===== src/design/sier_pkg.sv =====
// Shared constants and types for the simplified I2C error-recovery channels
package sier_pkg;

    ////////////////////////////////////////////////////////////////////////////
    // Geometry
    localparam int UNITS  = 2;
    localparam int CHANS  = 4;
    localparam int NCH    = UNITS * CHANS;

    ////////////////////////////////////////////////////////////////////////////
    // Timing
    localparam int CLK_PERIOD_NS = 100;
    localparam int HALF_BIT_NS   = 5000;
    // Least SCL half period, rounded up to whole cycles
    localparam int HALF_BIT_CYC  = (HALF_BIT_NS + CLK_PERIOD_NS - 1) / CLK_PERIOD_NS;
    localparam int DIV_W         = 8;
    localparam logic [DIV_W-1:0] DIV_LAST = DIV_W'(HALF_BIT_CYC - 1);

    ////////////////////////////////////////////////////////////////////////////
    // Frame
    localparam logic [3:0] BIT_FIRST = 4'h0;
    localparam logic [3:0] BIT_LAST  = 4'h7;
    localparam logic [3:0] BIT_ACK   = 4'h8;
    localparam logic [7:0] RX_IDLE   = 8'hff;

    ////////////////////////////////////////////////////////////////////////////
    // Channel status layout
    localparam int ST_W    = 8;
    localparam int ST_OVR  = 0;
    localparam int ST_ACK  = 1;
    localparam int ST_BFF  = 5;
    localparam int ST_BUSY = 6;

    ////////////////////////////////////////////////////////////////////////////
    // Reset values
    localparam logic [7:0] DATA_RST  = 8'h00;
    localparam logic [7:0] EN_RST    = 8'h00;
    localparam logic       LINE_RST  = 1'b1;

    typedef enum logic [1:0] {
        CH_IDLE,
        CH_LOW,
        CH_HIGH
    } sier_phase_t;

endpackage


===== src/design/sier_pin_if.sv =====
// Carrier between the top and the pin synchroniser
`timescale 1ns/1ps
interface sier_pin_if;
    logic [sier_pkg::NCH-1:0] scl_raw;
    logic [sier_pkg::NCH-1:0] sda_raw;
    logic [sier_pkg::NCH-1:0] scl_sync;
    logic [sier_pkg::NCH-1:0] sda_sync;

    modport sync (input scl_raw, input sda_raw, output scl_sync, output sda_sync);
    modport user (output scl_raw, output sda_raw, input scl_sync, input sda_sync);
endinterface


===== src/design/sier_pin_sync.sv =====
// Two-stage synchroniser for the bus line inputs
`timescale 1ns/1ps
module sier_pin_sync (
    input  wire logic      i_core_clk,
    input  wire logic      i_rst,
    sier_pin_if.sync       pins
);
    logic [sier_pkg::NCH-1:0] scl_s1_r;
    logic [sier_pkg::NCH-1:0] sda_s1_r;
    logic [sier_pkg::NCH-1:0] scl_s2_r;
    logic [sier_pkg::NCH-1:0] sda_s2_r;

    always_ff @(posedge i_core_clk or posedge i_rst) begin
        if (i_rst) begin
            scl_s1_r <= '1;
            sda_s1_r <= '1;
            scl_s2_r <= '1;
            sda_s2_r <= '1;
        end else begin
            scl_s1_r <= pins.scl_raw;
            sda_s1_r <= pins.sda_raw;
            scl_s2_r <= scl_s1_r;
            sda_s2_r <= sda_s1_r;
        end
    end

    assign pins.scl_sync = scl_s2_r;
    assign pins.sda_sync = sda_s2_r;
endmodule


===== src/design/sier_top.sv =====
// Two units of four simplified I2C master channels with error flags and stop/start control
`timescale 1ns/1ps

// Notes on behaviour
// - Two units, four channels each, every channel with own flags and control.
// - Reading a channel's data clears its buffer-full bit, allowing next byte.
// - Writing 1 in a flag-clear bit clears that channel error flag.
// - Writing 1 to a stop bit, with no start bit for that channel in the same write, clears enable status and halts the channel.
// - Writing 1 to a start bit sets enable status and lets the channel run.
// - A missing acknowledge means the bus is released by stop before resuming.
// - A stopped channel hands clock and data line latches to software.
module sier_top (
    input  wire logic                     i_core_clk,
    input  wire logic                     i_rst,
    input  wire logic                     i_unit_sel,
    input  wire logic [1:0]               i_chan_sel,
    input  wire logic                     i_data_wr,
    input  wire logic [7:0]               i_wdata,
    input  wire logic                     i_data_rd,
    input  wire logic                     i_clr_wr,
    input  wire logic [7:0]               i_clr_mask,
    input  wire logic                     i_start_wr,
    input  wire logic                     i_stop_wr,
    input  wire logic [3:0]               i_chan_mask,
    input  wire logic                     i_latch_wr,
    input  wire logic [3:0]               i_cko,
    input  wire logic [3:0]               i_so,
    input  wire logic [7:0]               i_rx_mode,
    input  wire logic [7:0]               i_out_en,
    input  wire logic [7:0]               i_scl_in,
    input  wire logic [7:0]               i_sda_in,
    output logic      [7:0]               o_rdata,
    output logic      [7:0]               o_status,
    output logic      [7:0]               o_enable_status,
    output logic      [7:0]               o_scl_o,
    output logic      [7:0]               o_scl_oe_n,
    output logic      [7:0]               o_sda_o,
    output logic      [7:0]               o_sda_oe_n
);

    ////////////////////////////////////////////////////////////////////////////
    // Helpers

    // Spread a four-channel mask onto the selected unit
    function automatic logic [7:0] unit_mask(input logic unit, input logic [3:0] mask);
        unit_mask = unit ? {mask, 4'h0} : {4'h0, mask};
    endfunction

    ////////////////////////////////////////////////////////////////////////////
    // Pin synchronisers

    sier_pin_if pif ();

    assign pif.scl_raw = i_scl_in;
    assign pif.sda_raw = i_sda_in;

    sier_pin_sync u_sync (
        .i_core_clk (i_core_clk),
        .i_rst      (i_rst),
        .pins       (pif.sync)
    );

    ////////////////////////////////////////////////////////////////////////////
    // Bit-rate divider

    logic [sier_pkg::DIV_W-1:0] div_r;
    logic                       tick_r;

    always_ff @(posedge i_core_clk or posedge i_rst) begin
        if (i_rst) begin
            div_r  <= '0;
            tick_r <= 1'b0;
        end else begin
            div_r  <= (div_r == sier_pkg::DIV_LAST) ? '0 : div_r + 1'b1;
            tick_r <= (div_r == sier_pkg::DIV_LAST);
        end
    end

    ////////////////////////////////////////////////////////////////////////////
    // Channel selection and unit strobes

    wire [2:0] sel_idx    = {i_unit_sel, i_chan_sel};
    wire [7:0] sel_onehot = 8'h01 << sel_idx;
    wire [7:0] start_hit  = i_start_wr ? unit_mask(i_unit_sel, i_chan_mask) : 8'h00;
    wire [7:0] stop_hit   = i_stop_wr ? unit_mask(i_unit_sel, i_chan_mask) : 8'h00;
    wire [7:0] latch_hit  = i_latch_wr ? unit_mask(i_unit_sel, 4'hf) : 8'h00;
    wire [7:0] cko_all    = {i_cko, i_cko};
    wire [7:0] so_all     = {i_so, i_so};

    ////////////////////////////////////////////////////////////////////////////
    // Enable status

    logic [7:0] en_r;
    wire  [7:0] en_nxt = (en_r & ~stop_hit) | start_hit;

    always_ff @(posedge i_core_clk or posedge i_rst) begin
        if (i_rst) begin
            en_r <= sier_pkg::EN_RST;
        end else begin
            en_r <= en_nxt;
        end
    end

    ////////////////////////////////////////////////////////////////////////////
    // Channels

    logic [7:0] chan_rdata  [sier_pkg::NCH];
    logic [7:0] chan_status [sier_pkg::NCH];
    logic [7:0] scl_lvl;
    logic [7:0] sda_lvl;

    genvar g;
    generate
        for (g = 0; g < sier_pkg::NCH; g++) begin : g_ch
            sier_pkg::sier_phase_t state_r;
            logic [3:0]            bit_r;
            logic [7:0]            shift_r;
            logic [7:0]            rdata_r;
            logic                  bff_r;
            logic                  ovr_r;
            logic                  ack_r;
            logic                  scl_r;
            logic                  sda_r;

            wire sda_s     = pif.sda_sync[g];
            wire scl_s     = pif.scl_sync[g];
            wire rx        = i_rx_mode[g];
            wire my_sel    = sel_onehot[g];
            wire data_rd   = i_data_rd && my_sel;
            wire clr_wr    = i_clr_wr && my_sel;
            wire start_x   = en_r[g] && i_data_wr && my_sel && (state_r == sier_pkg::CH_IDLE);
            // Clock stretching: the high half waits for the line to read high
            wire sample    = (state_r == sier_pkg::CH_HIGH) && tick_r && scl_s;
            wire data_smp  = sample && (bit_r <= sier_pkg::BIT_LAST);
            wire frame_end = sample && (bit_r == sier_pkg::BIT_ACK);
            wire rx_byte   = data_smp && rx && (bit_r == sier_pkg::BIT_LAST);
            wire tx_nack   = frame_end && !rx && sda_s;
            wire ack_out   = rx ? !i_out_en[g] : 1'b1;
            wire [7:0] shift_nxt = {shift_r[6:0], sda_s};
            wire [7:0] load_val  = rx ? sier_pkg::RX_IDLE : i_wdata;
            wire next_bit  = (bit_r == sier_pkg::BIT_LAST) ? ack_out : shift_nxt[7];

            // Byte engine; a stopped channel aborts at once
            always_ff @(posedge i_core_clk or posedge i_rst) begin
                if (i_rst) begin
                    state_r <= sier_pkg::CH_IDLE;
                    bit_r   <= sier_pkg::BIT_FIRST;
                    shift_r <= sier_pkg::DATA_RST;
                end else if (!en_r[g]) begin
                    state_r <= sier_pkg::CH_IDLE;
                end else begin
                    case (state_r)
                        sier_pkg::CH_IDLE: begin
                            if (start_x) begin
                                state_r <= sier_pkg::CH_LOW;
                                bit_r   <= sier_pkg::BIT_FIRST;
                                shift_r <= load_val;
                            end
                        end
                        sier_pkg::CH_LOW: begin
                            if (tick_r) begin
                                state_r <= sier_pkg::CH_HIGH;
                            end
                        end
                        sier_pkg::CH_HIGH: begin
                            if (frame_end) begin
                                state_r <= sier_pkg::CH_IDLE;
                            end else if (sample) begin
                                state_r <= sier_pkg::CH_LOW;
                                bit_r   <= bit_r + 1'b1;
                                shift_r <= shift_nxt;
                            end
                        end
                        default: begin
                            state_r <= sier_pkg::CH_IDLE;
                        end
                    endcase
                end
            end

            // Line drive: engine while enabled, software latches while stopped
            always_ff @(posedge i_core_clk or posedge i_rst) begin
                if (i_rst) begin
                    scl_r <= sier_pkg::LINE_RST;
                    sda_r <= sier_pkg::LINE_RST;
                end else if (!en_r[g]) begin
                    if (latch_hit[g]) begin
                        scl_r <= cko_all[g];
                        sda_r <= so_all[g];
                    end
                end else if (start_x) begin
                    scl_r <= 1'b0;
                    sda_r <= load_val[7];
                end else if ((state_r == sier_pkg::CH_LOW) && tick_r) begin
                    scl_r <= 1'b1;
                end else if (sample) begin
                    scl_r <= 1'b0;
                    if (!frame_end) begin
                        sda_r <= next_bit;
                    end
                end
            end

            // Receive buffer and flags; a hardware set wins over a clear
            always_ff @(posedge i_core_clk or posedge i_rst) begin
                if (i_rst) begin
                    rdata_r <= sier_pkg::DATA_RST;
                    bff_r   <= 1'b0;
                    ovr_r   <= 1'b0;
                    ack_r   <= 1'b0;
                end else begin
                    if (rx_byte) begin
                        rdata_r <= shift_nxt;
                    end
                    bff_r <= rx_byte ? 1'b1 : (data_rd ? 1'b0 : bff_r);
                    if (rx_byte && bff_r && !data_rd) begin
                        ovr_r <= 1'b1;
                    end else if (clr_wr && i_clr_mask[sier_pkg::ST_OVR]) begin
                        ovr_r <= 1'b0;
                    end
                    if (tx_nack) begin
                        ack_r <= 1'b1;
                    end else if (clr_wr && i_clr_mask[sier_pkg::ST_ACK]) begin
                        ack_r <= 1'b0;
                    end
                end
            end

            always_comb begin
                chan_status[g]                    = '0;
                chan_status[g][sier_pkg::ST_OVR]  = ovr_r;
                chan_status[g][sier_pkg::ST_ACK]  = ack_r;
                chan_status[g][sier_pkg::ST_BFF]  = bff_r;
                chan_status[g][sier_pkg::ST_BUSY] = (state_r != sier_pkg::CH_IDLE);
            end

            assign chan_rdata[g] = rdata_r;
            assign scl_lvl[g]    = scl_r;
            assign sda_lvl[g]    = sda_r;
        end
    endgenerate

    ////////////////////////////////////////////////////////////////////////////
    // Registered outputs

    always_ff @(posedge i_core_clk or posedge i_rst) begin
        if (i_rst) begin
            o_rdata         <= sier_pkg::DATA_RST;
            o_status        <= '0;
            o_enable_status <= sier_pkg::EN_RST;
            o_scl_o         <= 8'h00;
            o_sda_o         <= 8'h00;
            o_scl_oe_n      <= 8'hff;
            o_sda_oe_n      <= 8'hff;
        end else begin
            if (i_data_rd) begin
                o_rdata <= chan_rdata[sel_idx];
            end
            o_status        <= chan_status[sel_idx];
            o_enable_status <= en_r;
            o_scl_o         <= 8'h00;
            o_sda_o         <= 8'h00;
            // Open drain: a low level pulls the line, a high level releases it
            o_scl_oe_n      <= scl_lvl;
            o_sda_oe_n      <= sda_lvl;
        end
    end

endmodule


===== config.mk =====
export PLATFORM = sky130hd
export DESIGN_NAME = sier_top
export DESIGN_NICKNAME = d
export VERILOG_FILES = /design/src/design/sier_pkg.sv /design/src/design/sier_pin_if.sv /design/src/design/sier_pin_sync.sv /design/src/design/sier_top.sv
export SDC_FILE = /design/constraint.sdc
export NUM_CORES = 1
export LEC_CHECK = 0
export ABC_AREA = 1
export BUFFER_PORTS_ARGS = -buffer_cell sky130_fd_sc_hd__buf_2
export CORE_ASPECT_RATIO = 1.4
export CORE_UTILIZATION = 55
export DETAILED_ROUTE_END_ITERATION = 12
export HOLD_SLACK_MARGIN = 0.12
export PLACE_DENSITY = 0.74
export SYNTH_ARGS = -nofsm -noshare
export SYNTH_HDL_FRONTEND = slang
export SYNTH_SLANG_ARGS = --single-unit

===== constraint.sdc =====
create_clock -name i_core_clk -period 17.3 [get_ports i_core_clk]
set_input_delay 1.73 -clock i_core_clk [delete_from_list [all_inputs] [get_ports i_core_clk]]
set_output_delay 1.73 -clock i_core_clk [all_outputs]
set_load 0.05 [all_outputs]

# Word level (Yosys, flattened, before mapping)
# Cells that the tools add are included.
# word_totals
reg_bits	297
latch_bits	0
ramBits	0
romBits	0
in_bits	71
out_inout_bits	56
wordCells	753
mem_count	0
# op_classes
add_sub_neg	9
multipliers	0
n_div	0
order_cmp	9
n_eq_ne	113
shift	1
mux	277
bitwise	4
n_reduce_logical	256
# op_table
cell	count
$mux 7	24
$mux 1	152
$logic_and 1x1->1	144
$mux 8	18
$pmux 7 s2	8
$mux 4	24
$ne 3x3->1 const B	32
$reduce_bool 2->1	48
$mux 2	33
$pmux 4 s2	8
$bmux 8 s3	2
$ne 2x2->1 const B	24
$pmux 2 s3	8
$reduce_and 5->1	8
$add 4x1->4 const B	8
$eq 4x3->1 const B	8
$eq 4x4->1 const B	8
$le 4x3->1 const B	8
$ne 4x1->1 const B	8
$ne 4x4->1 const B	8
$reduce_and 4->1	8
$logic_not 1->1	24
$ne 3x1->1 const B	8
$reduce_and 3->1	8
other kinds (12)	40

# Depth between registers and ports, before layout
# logic_depth
word_depth	9
ltp_mapped	11
ltp_nobuf	10

# Cells and area by module
# From an unflattened synthesis, not the netlist that was laid out.
# unflattened
hier_cells	1785
hier_area_um2	14332.5
# by_module_without_submodules
module	n_inst	cells_per_inst	area_per_inst_um2	seq_area_each_um2
sier_top	1	1752	13487.9	6571.3
sier_pin_sync	1	33	844.6	840.8

# Worst setup path before layout
# No wires, ideal clock.
# synth_path
path_type	in2reg
from	in i_unit_sel
to	reg g_ch[6].shift_r[0]
setup_time_ps	126
arrival_ps	2661
t_required_ps	17174
setup_slack_ps	14513
stages	7
path_buffers	2
cell_sequence	buf_4 nand3_1 o21ai_1 o21ai_0 nor2_1 buf_2 o21ai_0
# synth_via
elab_chain_len	5
# synth_lines
element	line_no	text
from (decl)	sier_top.sv:15	input wire logic i_unit_sel,
$shl 1x3->8	sier_top.sv:83	wire [7:0] sel_onehot = 8'h01 << sel_idx;
$logic_and 1x1->1 (2 in a row)	sier_top.sv:131	wire start_x = en_r[g] && i_data_wr && my_sel && (state_r == sier_pkg::CH_IDLE);
$ne 2x2->1 (no source line)	-	
$reduce_and 5->1 (no source line)	-	
to (signal assigned)	sier_top.sv:148	shift_r <= sier_pkg::DATA_RST;
to (signal assigned)	sier_top.sv:157	shift_r <= load_val;
to (signal assigned)	sier_top.sv:171	shift_r <= shift_nxt;
to (decl)	sier_top.sv:117	logic [7:0] shift_r;
# No other way between the ends.
# A chain may end at the register's enable or synchronous reset.

# Final worst setup path
# layout_path
from	in i_unit_sel
to	reg g_ch[6].shift_r[3]
# Same word-level chain as after synthesis.

==> metrics.cfg <==
[drt]
ant_nets=0
initialDrtViolationCount=970
drc_errors=0
met2WireLength_um=16900
detail_route.wirelength_um=35800
detail_route.wirelength.met1_um=14600
dr.max_layer_used=met4
route.met3.wl_um=2390
num_vias=11799
detailedRoute.firstPassIterationCount=6
detail_route.wl_per_cell_um=16.8
avgViaCountPerCell=5.53

[worst_setup_path]
crit_type=primary input to register
critical_path_arrival_ns=3.94
cp_max_fo=27
cp_slowest_stage_delay_ns=0.86
critPathTopFamily=simple AND/OR/NAND/NOR gates
crit_path_slowest_cell=sky130_fd_sc_hd__nor2_1
cp.required_ns=17.70
path_cells=buf_2 -> buf_4 -> nand3_1 -> o21ai_1 -> o21ai_0 -> nor2_1 -> o21ai_0
worst_setup_path_start_kind=primary input
cpMostUsedCell=sky130_fd_sc_hd__o21ai_0
end_kind=register
worst-path-buf-inv=2

[sta]
timing.max_slew.rel_slack=0.279
max_slew.worst_pin.slew_ns=1.08
grt_setup_unrepaired=false
finalHoldViolCount=0
timing.final.crit_period_ns=3.54
fmaxAchievable_mhz=283
setup-tns-final_ns=0
setup_viol_count_final=0
finalCritPeriodShare=0.205
maxSlewViolCount=0
hold_slack_ns=0.350
layout_skew_ns=0.0203

[min_path]
holdCritPathClass=register to register

[power_and_ir_drop]
combinational_share_of_power=0.231
power.internal_mw=1.33
total_leakage_power_nw=7.60
power.density_cell_area_nw_per_um2=129
p_sw_frac=0.339
power.net_switching_uw=683
vdd.ir_drop.worst_v=0.000110
pwr-share-clk=0.315
p_seq_frac=0.454

[floorplanning]
initial_core_util=0.559
chipWidth_um=138
top_level_ports=127
fp.coreArea_um2=25400
number_of_placement_rows=69
design.die.area_um2=26500
die-height_um=192

[clock_network]
cts_resized=0
ctsHtreeMaxLevel=1
post_cts_buffers=0
tritoncts=built
cts_clock_pin_slew_for_the_worst_setup_and_hold_paths_ns=0.07
cts.path.max_buffers=3
cts-buffers-inserted=29
cts.hold.buffers_added=0
cts_sinks=293
worst_skew_pair.late_latency_ns=0.58
clockRootBuffer=sky130_fd_sc_hd__clkbuf_16

[yosys]
yosys_register_bits=293
synth_simple_gate_area_frac=0.230
netlist-cell-type-count=40
synth-main-ff-cell=sky130_fd_sc_hd__dfrtp_1
seq_area_frac_synth=0.522
syn-instance-count=1722
synth_compound_gate_area_share=0.139
post_synth_edffs=0
netlist_area_um2=14200
synth_mux_area_frac=0.000793
synth-xor-area-share=0.00679
synth_top_family_by_area=simple AND/OR/NAND/NOR gates
yosys_warnings=0
asyncSetResetFlopFracSynth=1.00
post_synth.cell_area_avg_um2=8.24
synth_fa_ha_area_frac=0.0159

[place]
io_buffers=100
finalWeightedCongestion=0.860
hpwlAfterDp_um=24200

[layout]
final_layout_net_count=1880
multi_input_area_um2=5640
drive_above_1_share=0.149
syn2layout_area_growth_pct=10.4
sequential_cell_area_um2=7410
layout.filler_cells=2221

[grt]
grt_pass1_vias=11226
first_pass_grt_wire_length_um=56900
total_overflow_reported_by_the_global_router=0
grt_antenna_before_repair=0
grt_use_total=0.281
maximum_number_of_pins_on_one_net_before_global_route_repair=143

[run_status]
status=finished, final reports clean

[flow_run]
count_of_max_cap_constraint_violations=0

==> cell type report <==
class / instances / share of cell area
Antenna cell: 1 / 0.000160
Clock buffer: 49 / 0.0569
Clock inverter: 5 / 0.00383
Inverter: 192 / 0.0465
Multi-Input combinational cell: 1170 / 0.360
Sequential cell: 293 / 0.473
Tap cell: 319 / 0.0255
Timing Repair Buffer: 105 / 0.0343
==> final timing paths <==
path / slack (ns) / endpoint / start / cells past startpoint
setup / recovery: 13.76 / g_ch[6].shift_r[3] / i_unit_sel / 7
hold / removal: 0.35 / u_sync.pins.scl_sync[4] / u_sync.scl_s1_r[4] / 0
setup reg to reg: 14.79 / g_ch[6].shift_r[3] / g_ch[6].state_r[0] / 7
hold reg to reg: 0.35 / u_sync.pins.scl_sync[4] / u_sync.scl_s1_r[4] / 0
max in group asynchronous: 14.33 / g_ch[3].rdata_r[5] / i_rst / 3
min in group asynchronous: 1.35 / g_ch[6].bit_r[0] / i_rst / 2
==> synthesized netlist by cell type, types with 5 or more instances <==
master | instances | area (um2)
sky130_fd_sc_hd__nand2_2 | 11 | 68.8
sky130_fd_sc_hd__o21ai_2 | 5 | 43.8
sky130_fd_sc_hd__o22ai_1 | 7 | 43.8
sky130_fd_sc_hd__o31ai_1 | 6 | 45.0
sky130_fd_sc_hd__nand3_1 | 91 | 455
sky130_fd_sc_hd__buf_4 | 26 | 195
sky130_fd_sc_hd__buf_2 | 19 | 95.1
sky130_fd_sc_hd__or2_2 | 8 | 50.1
sky130_fd_sc_hd__nand2_1 | 487 | 1830
sky130_fd_sc_hd__nor2_2 | 9 | 56.3
sky130_fd_sc_hd__nor2_1 | 74 | 278
sky130_fd_sc_hd__clkbuf_1 | 34 | 128
sky130_fd_sc_hd__xor2_1 | 10 | 87.6
sky130_fd_sc_hd__nand4_1 | 30 | 188
sky130_fd_sc_hd__o21ai_1 | 7 | 35.0
sky130_fd_sc_hd__nor3_1 | 10 | 50.1
sky130_fd_sc_hd__buf_6 | 7 | 78.8
sky130_fd_sc_hd__nor3b_1 | 7 | 52.6
sky130_fd_sc_hd__dfrtp_1 | 229 | 5730
sky130_fd_sc_hd__inv_1 | 189 | 709
sky130_fd_sc_hd__a21oi_1 | 11 | 55.1
sky130_fd_sc_hd__o21ai_0 | 312 | 1560
sky130_fd_sc_hd__nor2_4 | 9 | 101
sky130_fd_sc_hd__ha_1 | 18 | 225
sky130_fd_sc_hd__nand3_2 | 10 | 100
sky130_fd_sc_hd__o32ai_1 | 5 | 43.8
sky130_fd_sc_hd__dfstp_2 | 64 | 1680
sky130_fd_sc_hd__a22oi_1 | 6 | 45.0
==> cells in the final DEF, fill, tap and decap left out, drive strengths merged, types with 2 or more instances in the layout <==
cell type  synthesis  final
a21oi             12     12
a22oi              6      6
a31oi              4      4
buf               52    105
clkbuf            34     49
clkinv             1      3
conb               1     20
dfrtp            229    229
dfstp             64     64
ha                18     18
inv              191    193
nand2            499    499
nand3            101    101
nand3b             2      2
nand4             30     30
nor2              92     92
nor3              10     10
nor3b              7      7
o2111ai            4      4
o21ai            324    324
o22ai              7      7
o31ai              6      6
o32ai              5      5
o41ai              2      2
or2                8      8
xor2              10     10
==> logic make-up after synthesis <==
kind of cell | after synthesis
adders and majority gates | 18
and+or+nand+nor | 750
buffers and inverters | 278
other | 1
AOI/OAI and AO/OA | 370
muxes | 1
xor gates and xnor gates | 11
DFF | 293
==> metal layers <==
metal / GRT usage / vias up
li1: - / 5687
met4: 0.141 / 0
met3: 0.0346 / 106
met2: 0.461 / 436
met1: 0.363 / 5570
met5: 0 / -
==> power by group through the flow <==
stage	clock, mW	combinational, mW	sequential (mW)
final	0.635	0.466	0.915
after floorplan	0	0.303	0.975
after global routing	0.671	0.527	0.933
after CTS	0.645	0.467	0.914
after global placement	0	0.449	0.921
after detailed placement	0	0.464	0.924
==> state kept, by name, indices dropped and copies added (netlist names), 16 cells and up <==
signal / flops
g_ch.rdata_r: 64
g_ch.shift_r: 56
g_ch.bit_r: 32
g_ch.state_r: 16
==> metrics by stage <==
step                 util  instance area, um2  std cells  setup WS (ns)  power (mW)
CTS                 0.617               15700       2133          13.78        2.03
global route        0.617               15700       2133          13.56        2.13
floorplan               -               14300       1741           7.59        1.28
global placement    0.580               14700       2079          13.30        1.37
detailed placement  0.580               14700       2079          13.22        1.39
finish              0.617               15700       2134          13.76        2.02
(Power assumes the default switching activity.)
